### src/mx_regs_pkg.sv
// Purpose: Constants and types for the matrix feature id and streaming partition registers
// Assumes: Reached from the system-register move path of the core
// Notes:   Field positions, trap class and access outcomes live here
package mx_regs_pkg;

   // Exception levels
   typedef enum logic [1:0] {
      EL_USER  = 2'h0,
      EL_KERN  = 2'h1,
      EL_HYP   = 2'h3,
      EL_MON   = 2'h2
   } level_t;

   // Access outcome
   typedef enum logic [2:0] {
      RES_OK     = 3'h0,
      RES_UNDEF  = 3'h1,
      RES_TRAP1  = 3'h3,
      RES_TRAP2  = 3'h2,
      RES_TRAP3  = 3'h6
   } result_t;

   // Register selector
   typedef enum logic [1:0] {
      SEL_NONE  = 2'h0,
      SEL_FEAT  = 2'h1,
      SEL_PART  = 2'h2
   } sel_t;

   localparam logic [5:0] TRAP_CLASS = 6'h18;

   // Feature id field positions
   localparam int FULL_ISA_BIT   = 63;
   localparam int VER_HI         = 59;
   localparam int VER_LO         = 56;
   localparam int I64_HI         = 55;
   localparam int I64_LO         = 52;
   localparam int F64_BIT        = 48;
   localparam int I8_HI          = 39;
   localparam int I8_LO          = 36;
   localparam int HALF_BIT       = 35;
   localparam int BF_BIT         = 34;
   localparam int SINGLE_BIT     = 32;
   localparam logic [3:0] MATRIX_VER = 4'h0;
   localparam logic [3:0] NIBBLE_ALL = 4'hF;

   // Partition register field positions
   localparam int PMG_HI         = 47;
   localparam int PMG_LO         = 40;
   localparam int PARTID_HI      = 31;
   localparam int PARTID_LO      = 16;
   localparam logic [7:0]  PMG_RESET    = 8'h00;
   localparam logic [15:0] PARTID_RESET = 16'h0000;

endpackage : mx_regs_pkg

### src/mx_access_if.sv
// Purpose: Carries one system-register access request and its outcome
// Assumes: Same clock as the register bank
// Notes:   Checker is combinational
`timescale 1ns/10ps
interface mx_access_if;
   mx_regs_pkg::level_t  level;
   mx_regs_pkg::sel_t    sel;
   logic                 write;
   logic                 is_64bit_state;
   logic                 hyp_enabled;
   logic                 mon_present;
   logic                 general_trap_to_hyp;
   logic                 id_group_trap;
   logic                 id_trap_feature;
   logic                 trap_lower_levels;
   logic                 streaming_partition_reg_enable;
   logic                 halted;
   logic                 secure_debug_disable;
   logic                 part_present;
   mx_regs_pkg::result_t result;

   modport bank (output level, sel, write, is_64bit_state, hyp_enabled, mon_present,
                 general_trap_to_hyp, id_group_trap, id_trap_feature, trap_lower_levels,
                 streaming_partition_reg_enable, halted, secure_debug_disable,
                 part_present, input result);
   modport check (input level, sel, write, is_64bit_state, hyp_enabled, mon_present,
                  general_trap_to_hyp, id_group_trap, id_trap_feature, trap_lower_levels,
                  streaming_partition_reg_enable, halted, secure_debug_disable,
                  part_present, output result);
endinterface : mx_access_if

### src/mx_access_check.sv
// Purpose: Decides whether an access proceeds, traps or is undefined
// Assumes: Inputs are stable for the cycle of the request
// Notes:   Pure combinational
`timescale 1ns/10ps
module mx_access_check (
   mx_access_if.check acc
);
   wire mon_trap = acc.mon_present && acc.trap_lower_levels;
   wire mon_undef = acc.halted && acc.secure_debug_disable;
   mx_regs_pkg::result_t feat_res;
   mx_regs_pkg::result_t part_res;

   always_comb begin
      feat_res = mx_regs_pkg::RES_OK;
      if (!acc.is_64bit_state || acc.write) begin
         feat_res = mx_regs_pkg::RES_UNDEF;
      end else begin
         case (acc.level)
            mx_regs_pkg::EL_USER: begin
               if (!acc.id_trap_feature)
                  feat_res = mx_regs_pkg::RES_UNDEF;
               else if (acc.hyp_enabled && acc.general_trap_to_hyp)
                  feat_res = mx_regs_pkg::RES_TRAP2;
               else
                  feat_res = mx_regs_pkg::RES_TRAP1;
            end
            mx_regs_pkg::EL_KERN: begin
               if (acc.hyp_enabled && acc.id_group_trap)
                  feat_res = mx_regs_pkg::RES_TRAP2;
            end
            default: feat_res = mx_regs_pkg::RES_OK;
         endcase
      end
   end

   always_comb begin
      part_res = mx_regs_pkg::RES_OK;
      if (!acc.part_present || !acc.is_64bit_state) begin
         part_res = mx_regs_pkg::RES_UNDEF;
      end else begin
         case (acc.level)
            mx_regs_pkg::EL_USER: part_res = mx_regs_pkg::RES_UNDEF;
            mx_regs_pkg::EL_KERN: begin
               if (mon_trap)
                  part_res = mon_undef ? mx_regs_pkg::RES_UNDEF : mx_regs_pkg::RES_TRAP3;
               else if (acc.hyp_enabled && !acc.streaming_partition_reg_enable)
                  part_res = mx_regs_pkg::RES_TRAP2;
            end
            mx_regs_pkg::EL_HYP: begin
               if (mon_trap)
                  part_res = mon_undef ? mx_regs_pkg::RES_UNDEF : mx_regs_pkg::RES_TRAP3;
            end
            default: part_res = mx_regs_pkg::RES_OK;
         endcase
      end
   end

   assign acc.result = (acc.sel == mx_regs_pkg::SEL_FEAT) ? feat_res :
                       (acc.sel == mx_regs_pkg::SEL_PART) ? part_res :
                       mx_regs_pkg::RES_UNDEF;
endmodule : mx_access_check

### src/mx_regs.sv
// Purpose: Matrix feature id register and streaming partition label register
// Assumes: One request per cycle from the system-register move path
// Notes:   Answers one cycle after the request; labels one cycle after the memory request
//
// How it works
// - Feature id is 64-bit read only, kernel level up, 64-bit state only
// - Bit 63 shows full instruction set in streaming mode
// - Bits 59:56 give matrix version, always zero
// - Bits 55:52 are all zeros or all ones for int64 accumulate
// - Bit 48 shows double accumulate support
// - Bits 39:36 read all ones when matrix unit exists
// - Bits 35, 34, 32 read one when matrix unit exists
// - User read traps class 0x18 to hyp or kernel, or undefined
// - Kernel read traps to hyp on id group trap, else returns value
// - Partition register absent means access undefined
// - Matrix and streaming vector requests carry partition labels
// - Shared unit gives these labels precedence over per-level labels
// - Labels apply only while partitioning enable is one
// - User requests map partition virtually under user map conditions
// - Kernel requests map partition virtually under kernel map conditions
// - Monitor group at 47:40, partition id at 31:16, rest zero
// - Partition id unknown after warm reset
// - Writes take effect on the next request without invalidation
// - Kernel access traps to monitor on trap lower, undefined in debug
// - Otherwise kernel access traps to hyp if enable bit clear
// - Hyp level has same monitor check; monitor level always reaches
`timescale 1ns/10ps
module mx_regs #(
   parameter bit FULL_ISA    = 1'b0,
   parameter bit INT64_ACC   = 1'b1,
   parameter bit DOUBLE_ACC  = 1'b1,
   parameter bit MATRIX_IMPL = 1'b1,
   parameter bit PART_IMPL   = 1'b1,
   parameter bit SHARED_UNIT = 1'b1,
   parameter bit LOCAL_PREC  = 1'b1
) (
   // Clock and reset
   input  wire logic                 ref_clk_in,
   input  wire logic                 rst_in,
   // Access request
   input  wire logic                 req_valid_in,
   input  wire logic                 req_write_in,
   input  wire logic [1:0]           req_sel_in,
   input  wire logic [1:0]           req_level_in,
   input  wire logic                 req_64bit_state_in,
   input  wire logic [63:0]          req_wdata_in,
   // Higher-level control bits
   input  wire logic                 hyp_enabled_in,
   input  wire logic                 mon_present_in,
   input  wire logic                 general_trap_to_hyp_in,
   input  wire logic                 host_mode_select_in,
   input  wire logic                 id_group_trap_in,
   input  wire logic                 id_trap_feature_in,
   input  wire logic                 trap_lower_levels_in,
   input  wire logic                 streaming_partition_reg_enable_in,
   input  wire logic                 halted_in,
   input  wire logic                 secure_debug_disable_in,
   input  wire logic                 partitioning_enable_in,
   input  wire logic                 virt_option_in,
   input  wire logic                 user_virtual_partition_map_enable_in,
   input  wire logic                 kernel_virtual_partition_map_enable_in,
   // Memory request labelling
   input  wire logic                 mem_req_in,
   input  wire logic                 mem_matrix_op_in,
   input  wire logic                 mem_vector_op_in,
   input  wire logic                 streaming_mode_in,
   input  wire logic [1:0]           mem_level_in,
   // Access answer
   output logic                      rsp_valid_out,
   output logic [2:0]                rsp_result_out,
   output logic [5:0]                rsp_class_out,
   output logic [63:0]               rsp_rdata_out,
   // Label answer
   output logic                      label_valid_out,
   output logic                      label_override_out,
   output logic                      label_virtual_out,
   output logic [15:0]               label_partition_id_out,
   output logic [7:0]                label_monitor_group_out
);

   mx_access_if acc ();

   logic [7:0]  monitor_group_data_q;
   logic [15:0] partition_id_data_q;
   logic        rsp_valid_q;
   logic [2:0]  rsp_result_q;
   logic [5:0]  rsp_class_q;
   logic [63:0] rsp_rdata_q;
   logic        label_valid_q;
   logic        label_override_q;
   logic        label_virtual_q;
   logic [15:0] label_partition_id_q;
   logic [7:0]  label_monitor_group_q;

   wire [63:0] feat_value;
   assign feat_value[mx_regs_pkg::FULL_ISA_BIT] = FULL_ISA;
   assign feat_value[62:60] = 3'h0;
   assign feat_value[mx_regs_pkg::VER_HI:mx_regs_pkg::VER_LO] = mx_regs_pkg::MATRIX_VER;
   assign feat_value[mx_regs_pkg::I64_HI:mx_regs_pkg::I64_LO] =
      INT64_ACC ? mx_regs_pkg::NIBBLE_ALL : 4'h0;
   assign feat_value[51:49] = 3'h0;
   assign feat_value[mx_regs_pkg::F64_BIT] = DOUBLE_ACC;
   assign feat_value[47:40] = 8'h00;
   assign feat_value[mx_regs_pkg::I8_HI:mx_regs_pkg::I8_LO] =
      MATRIX_IMPL ? mx_regs_pkg::NIBBLE_ALL : 4'h0;
   assign feat_value[mx_regs_pkg::HALF_BIT] = MATRIX_IMPL;
   assign feat_value[mx_regs_pkg::BF_BIT] = MATRIX_IMPL;
   assign feat_value[33] = 1'b0;
   assign feat_value[mx_regs_pkg::SINGLE_BIT] = MATRIX_IMPL;
   assign feat_value[31:0] = 32'h0000_0000;

   wire [63:0] part_value = {16'h0000, monitor_group_data_q, 8'h00,
                             partition_id_data_q, 16'h0000};

   assign acc.level = mx_regs_pkg::level_t'(req_level_in);
   assign acc.sel = req_valid_in ? mx_regs_pkg::sel_t'(req_sel_in) : mx_regs_pkg::SEL_NONE;
   assign acc.write = req_write_in;
   assign acc.is_64bit_state = req_64bit_state_in;
   assign acc.hyp_enabled = hyp_enabled_in;
   assign acc.mon_present = mon_present_in;
   assign acc.general_trap_to_hyp = general_trap_to_hyp_in;
   assign acc.id_group_trap = id_group_trap_in;
   assign acc.id_trap_feature = id_trap_feature_in;
   assign acc.trap_lower_levels = trap_lower_levels_in;
   assign acc.streaming_partition_reg_enable = streaming_partition_reg_enable_in;
   assign acc.halted = halted_in;
   assign acc.secure_debug_disable = secure_debug_disable_in;
   assign acc.part_present = PART_IMPL && MATRIX_IMPL;

   mx_access_check u_check (
      .acc (acc)
   );

   wire is_trap = (acc.result == mx_regs_pkg::RES_TRAP1) ||
                  (acc.result == mx_regs_pkg::RES_TRAP2) ||
                  (acc.result == mx_regs_pkg::RES_TRAP3);
   wire access_ok = req_valid_in && (acc.result == mx_regs_pkg::RES_OK);
   wire part_write = access_ok && req_write_in && (acc.sel == mx_regs_pkg::SEL_PART);
   wire [63:0] rdata_sel = !access_ok || req_write_in ? 64'h0 :
                           (acc.sel == mx_regs_pkg::SEL_FEAT) ? feat_value : part_value;

   always_ff @(posedge ref_clk_in) begin
      if (part_write) begin
         monitor_group_data_q <= req_wdata_in[mx_regs_pkg::PMG_HI:mx_regs_pkg::PMG_LO];
         partition_id_data_q <= req_wdata_in[mx_regs_pkg::PARTID_HI:mx_regs_pkg::PARTID_LO];
      end
   end

   always_ff @(posedge ref_clk_in) begin
      if (rst_in) begin
         rsp_valid_q <= 1'b0;
         rsp_result_q <= 3'h0;
         rsp_class_q <= 6'h00;
         rsp_rdata_q <= 64'h0;
      end else begin
         rsp_valid_q <= req_valid_in;
         rsp_result_q <= acc.result;
         rsp_class_q <= (req_valid_in && is_trap) ? mx_regs_pkg::TRAP_CLASS : 6'h00;
         rsp_rdata_q <= rdata_sel;
      end
   end

   wire label_kind = mem_matrix_op_in || (streaming_mode_in && mem_vector_op_in);
   wire label_use = mem_req_in && label_kind && acc.part_present && partitioning_enable_in;
   wire label_prec = SHARED_UNIT ? 1'b1 : LOCAL_PREC;
   wire user_virt = (mem_level_in == mx_regs_pkg::EL_USER) && hyp_enabled_in &&
                    !(host_mode_select_in && general_trap_to_hyp_in) &&
                    virt_option_in && user_virtual_partition_map_enable_in;
   wire kern_virt = (mem_level_in == mx_regs_pkg::EL_KERN) && hyp_enabled_in &&
                    virt_option_in && kernel_virtual_partition_map_enable_in;

   // live register values, no cached copy
   always_ff @(posedge ref_clk_in) begin
      if (rst_in) begin
         label_valid_q <= 1'b0;
         label_override_q <= 1'b0;
         label_virtual_q <= 1'b0;
         label_partition_id_q <= mx_regs_pkg::PARTID_RESET;
         label_monitor_group_q <= mx_regs_pkg::PMG_RESET;
      end else begin
         label_valid_q <= label_use;
         label_override_q <= label_use && label_prec;
         label_virtual_q <= label_use && (user_virt || kern_virt);
         label_partition_id_q <= label_use ? partition_id_data_q : 16'h0000;
         label_monitor_group_q <= label_use ? monitor_group_data_q : 8'h00;
      end
   end

   assign rsp_valid_out = rsp_valid_q;
   assign rsp_result_out = rsp_result_q;
   assign rsp_class_out = rsp_class_q;
   assign rsp_rdata_out = rsp_rdata_q;
   assign label_valid_out = label_valid_q;
   assign label_override_out = label_override_q;
   assign label_virtual_out = label_virtual_q;
   assign label_partition_id_out = label_partition_id_q;
   assign label_monitor_group_out = label_monitor_group_q;

   chk_user_feat_read: assert property (@(posedge ref_clk_in) disable iff (rst_in)
      req_valid_in && req_sel_in == 2'h1 && req_level_in == 2'h0 && req_64bit_state_in
      && !req_write_in && id_trap_feature_in |=> rsp_class_out == 6'h18
      && rsp_rdata_out == 64'h0)
      else $error("user feature read not trapped");

   chk_kern_id_trap: assert property (@(posedge ref_clk_in) disable iff (rst_in)
      req_valid_in && req_sel_in == 2'h1 && req_level_in == 2'h1 && req_64bit_state_in
      && !req_write_in && hyp_enabled_in && id_group_trap_in
      |=> rsp_result_out == 3'h2)
      else $error("kernel id read not trapped to hyp");

   chk_feat_image: assert property (@(posedge ref_clk_in) disable iff (rst_in)
      req_valid_in && req_sel_in == 2'h1 && req_level_in == 2'h3 && req_64bit_state_in
      && !req_write_in |=> rsp_rdata_out[39:32] == {4'hF, 4'hD} && rsp_rdata_out[31:0] == 0)
      else $error("feature image wrong");

   chk_mon_trap: assert property (@(posedge ref_clk_in) disable iff (rst_in)
      req_valid_in && req_sel_in == 2'h2 && req_level_in == 2'h1 && req_64bit_state_in
      && mon_present_in && trap_lower_levels_in && !halted_in
      |=> rsp_result_out == 3'h6 && rsp_class_out == 6'h18)
      else $error("monitor trap missed");

   chk_hyp_enable: assert property (@(posedge ref_clk_in) disable iff (rst_in)
      req_valid_in && req_sel_in == 2'h2 && req_level_in == 2'h1 && req_64bit_state_in
      && !(mon_present_in && trap_lower_levels_in) && hyp_enabled_in
      && !streaming_partition_reg_enable_in |=> rsp_result_out == 3'h2)
      else $error("hyp enable trap missed");

   chk_mon_direct: assert property (@(posedge ref_clk_in) disable iff (rst_in)
      req_valid_in && req_sel_in == 2'h2 && req_level_in == 2'h2 && req_64bit_state_in
      |=> rsp_result_out == 3'h0)
      else $error("monitor level access blocked");

   chk_part_readback: assert property (@(posedge ref_clk_in) disable iff (rst_in)
      req_valid_in && req_write_in && req_sel_in == 2'h2 && req_level_in == 2'h2
      && req_64bit_state_in ##1 req_valid_in && !req_write_in && req_sel_in == 2'h2
      && req_level_in == 2'h2 && req_64bit_state_in
      |=> rsp_rdata_out == ($past(req_wdata_in, 2) & 64'h0000_FF00_FFFF_0000))
      else $error("partition readback wrong");

   chk_label_gate: assert property (@(posedge ref_clk_in) disable iff (rst_in)
      !partitioning_enable_in |=> !label_valid_out && label_partition_id_out == 16'h0000)
      else $error("label used while partitioning off");

   chk_user_part: assert property (@(posedge ref_clk_in) disable iff (rst_in)
      req_valid_in && req_sel_in == 2'h2 && req_level_in == 2'h0 |=> rsp_result_out == 3'h1)
      else $error("user partition access not undefined");

   chk_feat_write: assert property (@(posedge ref_clk_in) disable iff (rst_in)
      req_valid_in && req_write_in && req_sel_in == 2'h1
      |=> rsp_result_out == 3'h1 && rsp_class_out == 6'h00 && rsp_rdata_out == 64'h0)
      else $error("feature id write not refused");

   chk_label_fresh: assert property (@(posedge ref_clk_in) disable iff (rst_in)
      req_valid_in && req_write_in && req_sel_in == 2'h2 && req_level_in == 2'h2
      && req_64bit_state_in ##1 mem_req_in && mem_matrix_op_in && partitioning_enable_in
      |=> {16'h0000, label_monitor_group_out, 8'h00, label_partition_id_out, 16'h0000}
      == ($past(req_wdata_in, 2) & 64'h0000_FF00_FFFF_0000))
      else $error("labels lag the partition write");

   chk_label_prec: assert property (@(posedge ref_clk_in) disable iff (rst_in)
      mem_req_in && mem_matrix_op_in && partitioning_enable_in
      |=> label_valid_out && label_override_out)
      else $error("labels lost precedence");

   chk_kern_virt: assert property (@(posedge ref_clk_in) disable iff (rst_in)
      mem_req_in && mem_matrix_op_in && partitioning_enable_in && mem_level_in == 2'h1
      && hyp_enabled_in && virt_option_in && kernel_virtual_partition_map_enable_in
      |=> label_virtual_out)
      else $error("kernel partition id not virtual");

   chk_user_virt: assert property (@(posedge ref_clk_in) disable iff (rst_in)
      mem_req_in && mem_matrix_op_in && partitioning_enable_in && mem_level_in == 2'h0
      && hyp_enabled_in && !(host_mode_select_in && general_trap_to_hyp_in)
      && virt_option_in && user_virtual_partition_map_enable_in |=> label_virtual_out)
      else $error("user partition id not virtual");

endmodule : mx_regs

### config.mk
export PLATFORM = sky130hd
export DESIGN_NAME = mx_regs
export DESIGN_NICKNAME = d
export VERILOG_FILES = /design/src/mx_regs_pkg.sv /design/src/mx_access_if.sv /design/src/mx_access_check.sv /design/src/mx_regs.sv
export SDC_FILE = /design/constraint.sdc
export NUM_CORES = 1
export LEC_CHECK = 0
export BUFFER_PORTS_ARGS = -buffer_cell sky130_fd_sc_hd__buf_4
export CAP_MARGIN = 20
export CORE_MARGIN = 2
export CORE_UTILIZATION = 43
export DETAILED_ROUTE_END_ITERATION = 8
export HOLD_SLACK_MARGIN = 0.05
export PLACE_DENSITY = 0.8
export SYNTH_ARGS = -nofsm -noshare
export SYNTH_HDL_FRONTEND = slang
export SYNTH_SLANG_ARGS = --single-unit
### constraint.sdc
create_clock -name ref_clk_in -period 2.75 [get_ports ref_clk_in]
set_clock_uncertainty 0.05 [all_clocks]
set_input_delay 0.1375 -clock ref_clk_in [delete_from_list [all_inputs] [get_ports ref_clk_in]]
set_output_delay 0.1375 -clock ref_clk_in [all_outputs]
set_load 0.01 [all_outputs]
# Yosys cells after proc, flatten, opt, wreduce, memory -nomap -nowiden
# Cells that the tools add are included.
dict set report word_totals {
  inputBits 93
  elab_cells 73
  reg_bits 124
  out_inout_bits 101
}
dict set report classes {
  mux 16
  n_eq_ne 8
  n_reduce_logical 37
  n_bitwise 1
}
# operator count
set ops {}
lappend ops {{$mux W56} 1}
lappend ops {{$mux W3} 8}
lappend ops {{$logic_and A1 B1 Y1} 21}
lappend ops {{$pmux W3 S3} 1}
lappend ops {{$eq A2 B1 Y1 const B} 3}
lappend ops {{$eq A3 B2 Y1 const B} 2}
lappend ops {{$logic_or A1 B1 Y1} 6}
lappend ops {{$mux W2} 3}
lappend ops {{$pmux W3 S2} 1}
lappend ops {{$mux W5} 1}
lappend ops {{$eq A2 B2 Y1 const B} 2}
lappend ops {{$logic_not A1 Y1} 4}
lappend ops {{$logic_not A2 Y1} 2}
lappend ops {{$reduce_or A2 Y1} 2}
lappend ops {{$eq A3 B3 Y1 const B} 1}
lappend ops {{$logic_not A3 Y1} 1}
lappend ops {{$reduce_or A3 Y1} 1}
lappend ops {{$mux W1} 1}
lappend ops {{$not A1 Y1} 1}

# Depth between registers and ports, before layout
# Gate-level depths: netlist of the first run.
dict set report logic_depth {
  depth_word 13
  ltp_mapped 6
  ltp_nobuf 4
}

# By module
# Synthesis of the first run repeated with hierarchy kept, for this count alone.
dict set report hier_totals {
  hier_cells 216
  hier_area_um2 2783.9
}
# module area_each_um2 cells_each seq_area_each_um2 instances
set by_module_without_submodules {}
lappend by_module_without_submodules {mx_regs 2671.3 201 1841.8 1}
lappend by_module_without_submodules {mx_access_check 112.6 15 0.0 1}

# Worst setup path before layout of the first run
# OpenSTA, ideal clock, no wires.
dict set report synth_timing {
  path_type {input to register}
  start {in mon_present_in}
  end {reg monitor_group_data_q[0], enable pin}
  path_buffers 1
  t_arrival_ps 2088
  setup_slack_ps 209
  setup_time_ps 404
  required_ps 2296
  stages 5
  path_cell_list {and2_1 -> mux2i_1 -> o22ai_4 -> buf_12 -> a211oi_2}
}
dict set report synth_via {
  elab_chain_cells 10
  word_cells_on_any_way 11
  classes_between {mux: 6; reduce/logical: 5}
}
# item line
set synth_rtl {}
lappend synth_rtl {{start, declared} mx_regs.sv:49} ;# input wire logic mon_present_in,
lappend synth_rtl {{$logic_and A1 B1 Y1 *} mx_access_check.sv:8} ;# wire mon_trap = acc.mon_present && acc.trap_lower_levels;
lappend synth_rtl {{$mux W3, on equally long branches} {mx_access_check.sv:50, mx_access_check.sv:44}}
lappend synth_rtl {{$pmux W3 S3 *} mx_access_check.sv:41} ;# case (acc.level)
lappend synth_rtl {{$mux W3 *} mx_access_check.sv:38} ;# if (!acc.part_present || !acc.is_64bit_state) begin
lappend synth_rtl {{$mux W3 *} mx_access_check.sv:59} ;# (acc.sel == mx_regs_pkg::SEL_PART) ? part_res :
lappend synth_rtl {{$mux W3 *} mx_access_check.sv:58} ;# assign acc.result = (acc.sel == mx_regs_pkg::SEL_FEAT) ? feat_res :
lappend synth_rtl {{$logic_not A3 Y1 *} mx_regs.sv:137} ;# wire access_ok = req_valid_in && (acc.result == mx_regs_pkg::RES_OK);
lappend synth_rtl {{$logic_and A1 B1 Y1 *} mx_regs.sv:137}
lappend synth_rtl {{$logic_and A1 B1 Y1 * (2 in a row)} mx_regs.sv:138} ;# wire part_write = access_ok && req_write_in && (acc.sel == mx_regs_pkg::SEL_PART);
lappend synth_rtl {{named net part_write} mx_regs.sv:138}
lappend synth_rtl {{end signal, assigned} mx_regs.sv:144} ;# monitor_group_data_q <= req_wdata_in[mx_regs_pkg::PMG_HI:mx_regs_pkg::PMG_LO];
lappend synth_rtl {{end, declared} mx_regs.sv:83} ;# logic [7:0] monitor_group_data_q;
# The timed path passes the listed nets; every way through them passes the cells marked *.
# A chain may end at the register's enable or synchronous reset.

==> results of run 1 <==
[worst min-delay path, delay by kind of cell]
family / cells / cell delay [ns]
AO/OA/AOI/OAI: 1 / 0.05
buffers and inverters: 1 / 0.10
AND/OR/NAND/NOR: 1 / 0.15
[cells by family after synthesis]
family / after synthesis
other cells: 1
buf+inv: 60
flops: 80
simple gates: 75
mux: 1
compound gates: 35
[repair_timing]
item	4_1_cts	5_1_grt
hold buffers	29	0
resized for setup	0	0
hold endpoints to repair	29	0
[final cells by class]
type	instances	area, µm²	share of cell area, %
Tap cell	99	124	2.79
Clock inverter	6	72.6	1.63
Multi-Input combinational cell	143	1000	22.5
Clock buffer	10	138	3.10
Inverter	2	7.51	0.169
Sequential cell	80	1840	41.5
Timing Repair Buffer	158	1260	28.3
[sequential cells by signal (all words and copies together), names as in the netlist]
register and cells:
label_monitor_group_out 8, label_override_out 1, label_partition_id_out 16, label_virtual_out 1, monitor_group_data_q 8, partition_id_data_q 16
rsp_class_out 1, rsp_rdata_out 25, rsp_result_out 3, rsp_valid_out 1
[per-layer routing]
metal / GRT usage (%) / vias up / share of wire [%]
met5: 0 / - / 0
met3: 4.11 / 11 / 6.1
met4: 7.44 / 0 / 1.5
met2: 28.8 / 98 / 52
met1: 18.6 / 1019 / 40
li1: - / 1093 / -
[synthesized netlist by cell type (all sizes together)]
cell | n | area, µm²
a2111oi | 2 | 30.0
a211oi | 26 | 300
a21oi | 2 | 10.0
a311oi | 1 | 26.3
a31oi | 1 | 6.26
and2 | 25 | 156
and3b | 1 | 8.76
and4 | 1 | 8.76
and4b | 1 | 10.0
buf | 54 | 440
clkbuf | 4 | 15.0
clkinv | 1 | 3.75
conb | 1 | 3.75
dfxtp | 56 | 1120
edfxtp | 24 | 721
inv | 1 | 3.75
mux2i | 1 | 10.0
nand2 | 6 | 22.5
nand3 | 26 | 130
nand3b | 2 | 15.0
nand4b | 3 | 26.3
nor2 | 2 | 10.0
nor2b | 4 | 25.0
nor3 | 2 | 10.0
o211a | 2 | 20.0
o22ai | 1 | 20.0
or2 | 1 | 6.26
or3 | 1 | 11.3
[stage by stage]
step	cell area (µm²)	setup slack (ns)	utilization [%]	power (µW)
4_1_cts	4440	0.388	61.6	2370
2_1_floorplan	3290	0.209	-	1390
3_5_place_dp	3940	0.685	54.6	1440
6_report	4440	0.347	61.6	2350
3_3_place_gp	3940	0.690	54.6	1440
5_1_grt	4440	0.197	61.6	2440
[worst max path at each step]
stage / startpoint / end
6_report: rst_in / label_virtual_out
5_1_grt: rst_in / label_virtual_out
4_1_cts: rst_in / label_virtual_out
3_5_place_dp: req_valid_in / partition_id_data_q[15]
3_3_place_gp: req_valid_in / monitor_group_data_q[2]
2_1_floorplan: mon_present_in / monitor_group_data_q[0]
[power breakdown]
group | switching [µW] | internal [µW]
clock | 442 | 459
sequential | 4.29 | 1230
combinational | 106 | 109
total | 552 | 1790
==> run summary, run 1 <==
Worst hold slack - 0.106 ns
Setup TNS - 0 ns
RSZ-0062 raised after global routing - false
Layout Cells excl Fill - 498
Ports - 194
GRT Residual Overflow - 0
Drt drc - 0
Post-CTS setup repair buffer count - 0
Final hold viol count - 0
Leading cell type in the layout, fill and taps excluded - buf_4
Number of synthesized register bits - 80
Crit path launch type - input port
Unique masters post-synth - 33
Crit path arrival time - 2.64 ns
Worst r2r path cells - 2
Maximum root-to-sink buffer count - 2
R2r endpoint - rsp_rdata_out[42]
Placed Cells - 453
CP top delay family - buffers and inverters
Crit path top cell by count - dlygate4sd3_1
Final WL - 6.64 mm
Max IR drop VDD - 275 µV
Wire length per cell - 13.3 µm
Ys Warns - 0
P_leak - 0.00187 µW
Syn Std Cell Area - 3170 µm²
H-tree depth - 3
Critical path, cell by cell - dlygate4sd3_1 > buf_4 > nor3_2 > buf_4 > nand4b_1 > dlygate4sd3_1 > a21oi_1 > dlygate4sd3_1
Crit-path max cell delay - 0.57 ns
Cell depth of the worst setup path - 8
Slowest stage cell, crit path - dlygate4sd3_1
Power per standard cell area - 528 nW/µm²
Final period utilization - 87.4%
Effective utilization at floorplan - 44.0%
Antenna diode instance count - 0
DRT iter0 DRCs - 53
Fillcell total - 587
Mean Syn Cell Area - 12.6 µm²
Required time of the critical path - 2.99 ns
CTS root buffer - clkbuf_8
Synth Area in Compound Gates - 13.0%
Slack of the worst reg-to-reg path - 1.98 ns
Worst min-delay path class - input port to flip-flop
Antenna viol nets, final - 0
Fraction of layout cells with a size suffix above 1 - 43.6%
Die X - 89.9 µm
Post-Synthesis Cells - 252
CP max FO - 26
Overall global routing resource usage - 16.3%
Area growth syn-to-layout - 40.1%
IO Port Bufs - 121
Core footprint - 7210 µm²
Drt first pass iters - 4
Worst skew pair latency - 0.34 ns
Num rows - 31
Synth Area in XOR/XNOR - 0%
Num CTS Buffers - 9
Hold Path Origin - req_write_in
Final setup viols - 0
Post-synthesis sequential area ratio - 58.1%
Worst-path clk slew - 0.08 ns
WP buf/inv - 5
Post-synthesis simple-gate area fraction - 13.9%
DIE AREA - 8080 µm²
Hold endpoint - rsp_rdata_out[54]
Crit path time final - 2.40 ns
RePlAce Congestion - 0.781
Clock Sinks - 80
Commonest non-fill, non-tap cells in the layout - buf_4, dfxtp_1, conb_1
Dpl hpwl - 4.59 mm
Post-Synth Adder-Cell Area - 0%
First-pass GRT wire length - 10.3 mm
FF-to-FF Start - monitor_group_data_q[2]
CP Class - input port to flip-flop
Min-Delay Path Depth - 3
Final layout net count - 487
Status - finished clean
Largest net degree at the start of global routing - 30
Max-slew violation count - 0
Largest family of logic cells by synthesized area - buffers and inverters
Vias per std cell - 4.46
Crit end category - flip-flop
Max frequency - 0.416 GHz
CTS tree - built
Total of max-cap violations - 0
Die Height - 89.9 µm
Vias in the first global route - 2131
Vias - 2221
Mux cell area share after synthesis - 0.316%
Initial antenna violation count - 0
(Power assumes the default switching activity.)
==> run 2, diff against run 1 <==
--- a/config.mk
+++ b/config.mk
@@ -8,10 +8,11 @@
 export BUFFER_PORTS_ARGS = -buffer_cell sky130_fd_sc_hd__buf_4
 export CAP_MARGIN = 20
 export CORE_MARGIN = 2
-export CORE_UTILIZATION = 43
+export CORE_UTILIZATION = 41
 export DETAILED_ROUTE_END_ITERATION = 8
 export HOLD_SLACK_MARGIN = 0.05
 export PLACE_DENSITY = 0.8
 export SYNTH_ARGS = -nofsm -noshare
 export SYNTH_HDL_FRONTEND = slang
+export SYNTH_HIERARCHICAL = 1
 export SYNTH_SLANG_ARGS = --single-unit
==> constraint.sdc (replaced) <==
create_clock -name ref_clk_in -period 2.75 [get_ports ref_clk_in]
set_clock_uncertainty 0.05 [all_clocks]
set_input_delay 0.825 -clock ref_clk_in [delete_from_list [all_inputs] [get_ports ref_clk_in]]
set_output_delay 0.825 -clock ref_clk_in [all_outputs]
set_load 0.01 [all_outputs]
==> run 2 against run 1 <==
- maximum frequency shrank 3.6%
- routed wire length decreased by 22%
- clock power decreased by 11%
- cell area decreased by 14%
- highest routed layer unchanged
- non-clock buffer count down 29
- core utilization down 4.1 points
==> run summary, run 2 <==
H-tree depth - 3 (unchanged)
Ys Warns - 6 (+6)
Core footprint - 6680 µm² (-7.4%)
IO Port Bufs - 121 (unchanged)
Final setup viols - 0 (unchanged)
Antenna viol nets, final - 0 (unchanged)
Num rows - 30 (-3.2%)
Required time of the critical path - 2.97 ns (-0.02 ns)
Wire length per cell - 12.2 µm (-8.5%)
CTS resizes - 0 (unchanged)
Crit path time final - 2.49 ns (+0.0904 ns)
Die Height - 86.4 µm (-3.9%)
Leading cell type in the layout, fill and taps excluded - buf_4
Top cell type's share of synthesized area - 40.3% (+4.9 points)
Max reg flops - 25 (unchanged)
Most frequent cells after synthesis - dfxtp_1, and2_1, buf_4
Area leader, netlist - dfxtp_1
Vias per std cell - 4.23 (-5.1%)
RePlAce Congestion - 0.729 (-6.6%)
Max IR drop VDD - 251 µV (-8.7%)
Drt first pass iters - 4 (unchanged)
Num CTS Buffers - 9 (unchanged)
Final layout net count - 431 (-11%)
Top post-synthesis cells by area - dfxtp_1, edfxtp_1, buf_4
Placed Cells - 407 (-10%)
First-pass GRT wire length - 7.42 mm (-28%)
Post-Synthesis Cells - 216 (-14%)
Initial antenna violation count - 0 (unchanged)
GRT Residual Overflow - 0 (unchanged)
Overall global routing resource usage - 13.4% (-2.9 points)
Number of synthesized register bits - 80 (unchanged)
P_leak - 0.00177 µW (-5.7%)
CP Class - input port to flip-flop
Vias in the first global route - 1625 (-24%)
Clock Sinks - 80 (unchanged)
Unique masters post-synth - 32 (-3.0%)
Worst skew pair latency - 0.33 ns (about the same)
Post-synth EDFFs - 24 (unchanged)
Largest net degree at the start of global routing - 25 (-17%)
Syn Std Cell Area - 2780 µm² (-12%)
Drt drc - 0 (unchanged)
Worst min-delay path class - flip-flop to flip-flop
Vias - 1791 (-19%)
Worst hold slack - 0.417 ns (+0.311 ns)
Area growth syn-to-layout - 37.9%
Mean Syn Cell Area - 12.9 µm² (+2.4%)
Prevailing post-synth register cell - dfxtp_1
Fraction of layout cells with a size suffix above 1 - 43.4% (-0.17 points)
Maximum root-to-sink buffer count - 2 (unchanged)
DRT iter0 DRCs - 26 (-51%)
Antenna diode instance count - 0 (unchanged)
Final period utilization - 90.7% (+3.3 points)
Fraction of registers with async set/reset - 0% (unchanged)
CTS hold repair buffers - 0 (-100%)
Power per standard cell area - 565 nW/µm² (+7.0%)
Final hold viol count - 0 (unchanged)
Status - finished clean
Commonest non-fill, non-tap cells in the layout - buf_4, dfxtp_1, and2_1
Layout Cells excl Fill - 423 (-15%)
RSZ-0062 raised after global routing - false
CTS tree - built
Pre-CTS setup slack - -0.0663 ns (-0.752 ns)
Effective utilization at floorplan - 41.7% (-2.3 points)
Crit end category - flip-flop
Max frequency - 0.401 GHz (-3.6%)
Count leader, synth - dfxtp_1
CTS root buffer - clkbuf_8
Max-slew violation count - 0 (unchanged)
CP max FO - 24 (-7.7%)
Total power - 2170 µW (-7.6%)
Ports - 194 (unchanged)
Crit path arrival time - 2.71 ns (+0.07 ns)
Worst-path clk slew - 0.07 ns (about the same)
Final WL - 5.16 mm (-22%)
Total of max-cap violations - 0 (unchanged)
Crit path launch type - input port
Post-CTS setup repair buffer count - 0 (unchanged)
DIE AREA - 7460 µm² (-7.6%)
Setup WS post-layout - 0.256 ns (-0.0904 ns)
Die X - 86.4 µm (-3.9%)
Post-synthesis sequential area ratio - 66.2% (+8.1 points)
Dpl hpwl - 3.87 mm (-16%)
[run 2: cell count changes after synthesis, sizes merged, moves of 3 or more]
cell    before  now
a211oi      26    1
and2        25   50
buf         54   47
nand3       26    1
nand4b       3    0
[run 2: kinds of logic (layout without fill, tap and decap cells)]
kind of cell	count (synthesis)	after routing	synth area share, %
mux	1	1	0.360
other cells	2	33	0.270
buf+inv	50	146	13.3
simple gates	73	73	17.2
compound gates	10	10	2.65
flops	80	80	66.2
[run 2: layout make-up]
type                            instances  area, µm²
Tap cell                               80        100
Sequential cell                        80       1840
Timing Repair Buffer                  129       1010
Clock buffer                           10        128
Multi-Input combinational cell        117        699
Inverter                                1       3.75
Fill cell                             569       2840
Clock inverter                          6       60.1
[run 2: per-stage QoR]
stage          area (µm²)  setup TNS (ns)  utilization, %
3_3_place_gp         3650          -0.405            54.6
5_1_grt              3840               0            57.5
3_5_place_dp         3650           -1.02            54.6
2_1_floorplan        2910               0               -
4_1_cts              3840               0            57.5
6_report             3840               0            57.5
[run 2: layer usage]
| layer | vias up | global-route usage [%] | wire, µm |
|---|---|---|---|
| met4 | 0 | 5.54 | 31 |
| met2 | 90 | 23.9 | 2780 |
| met5 | - | 0 | 0 |
| met3 | 4 | 5.24 | 452 |
| met1 | 820 | 13.9 | 1900 |
| li1 | 877 | - | - |
[run 2: power breakdown]
group / internal, µW / switching [µW] / leakage [µW]
sequential: 1220 / 3.41 / 0.000669
clock: 415 / 388 / 0.0000937
combinational: 76.2 / 62.2 / 0.00100
[run 2: worst paths after layout]
check	from	endpoint	slack, ns	cells past startpoint
max	req_sel_in[0]	rsp_rdata_out[22]	0.26	9
min	partition_id_data_q[13]	label_partition_id_out[13]	0.42	1
max reg2reg	partition_id_data_q[6]	rsp_rdata_out[22]	2.05	1
min reg2reg	partition_id_data_q[13]	label_partition_id_out[13]	0.42	1
[run 2: worst max-delay path, stage by stage]
cell      delay (ns)
buf_4           0.11
and2_1          0.15
and4b_1         0.26
o221ai_1        0.13
o21a_1          0.15
or3_4           0.41
nor4b_4         0.32
buf_12          0.19
and2_1          0.15
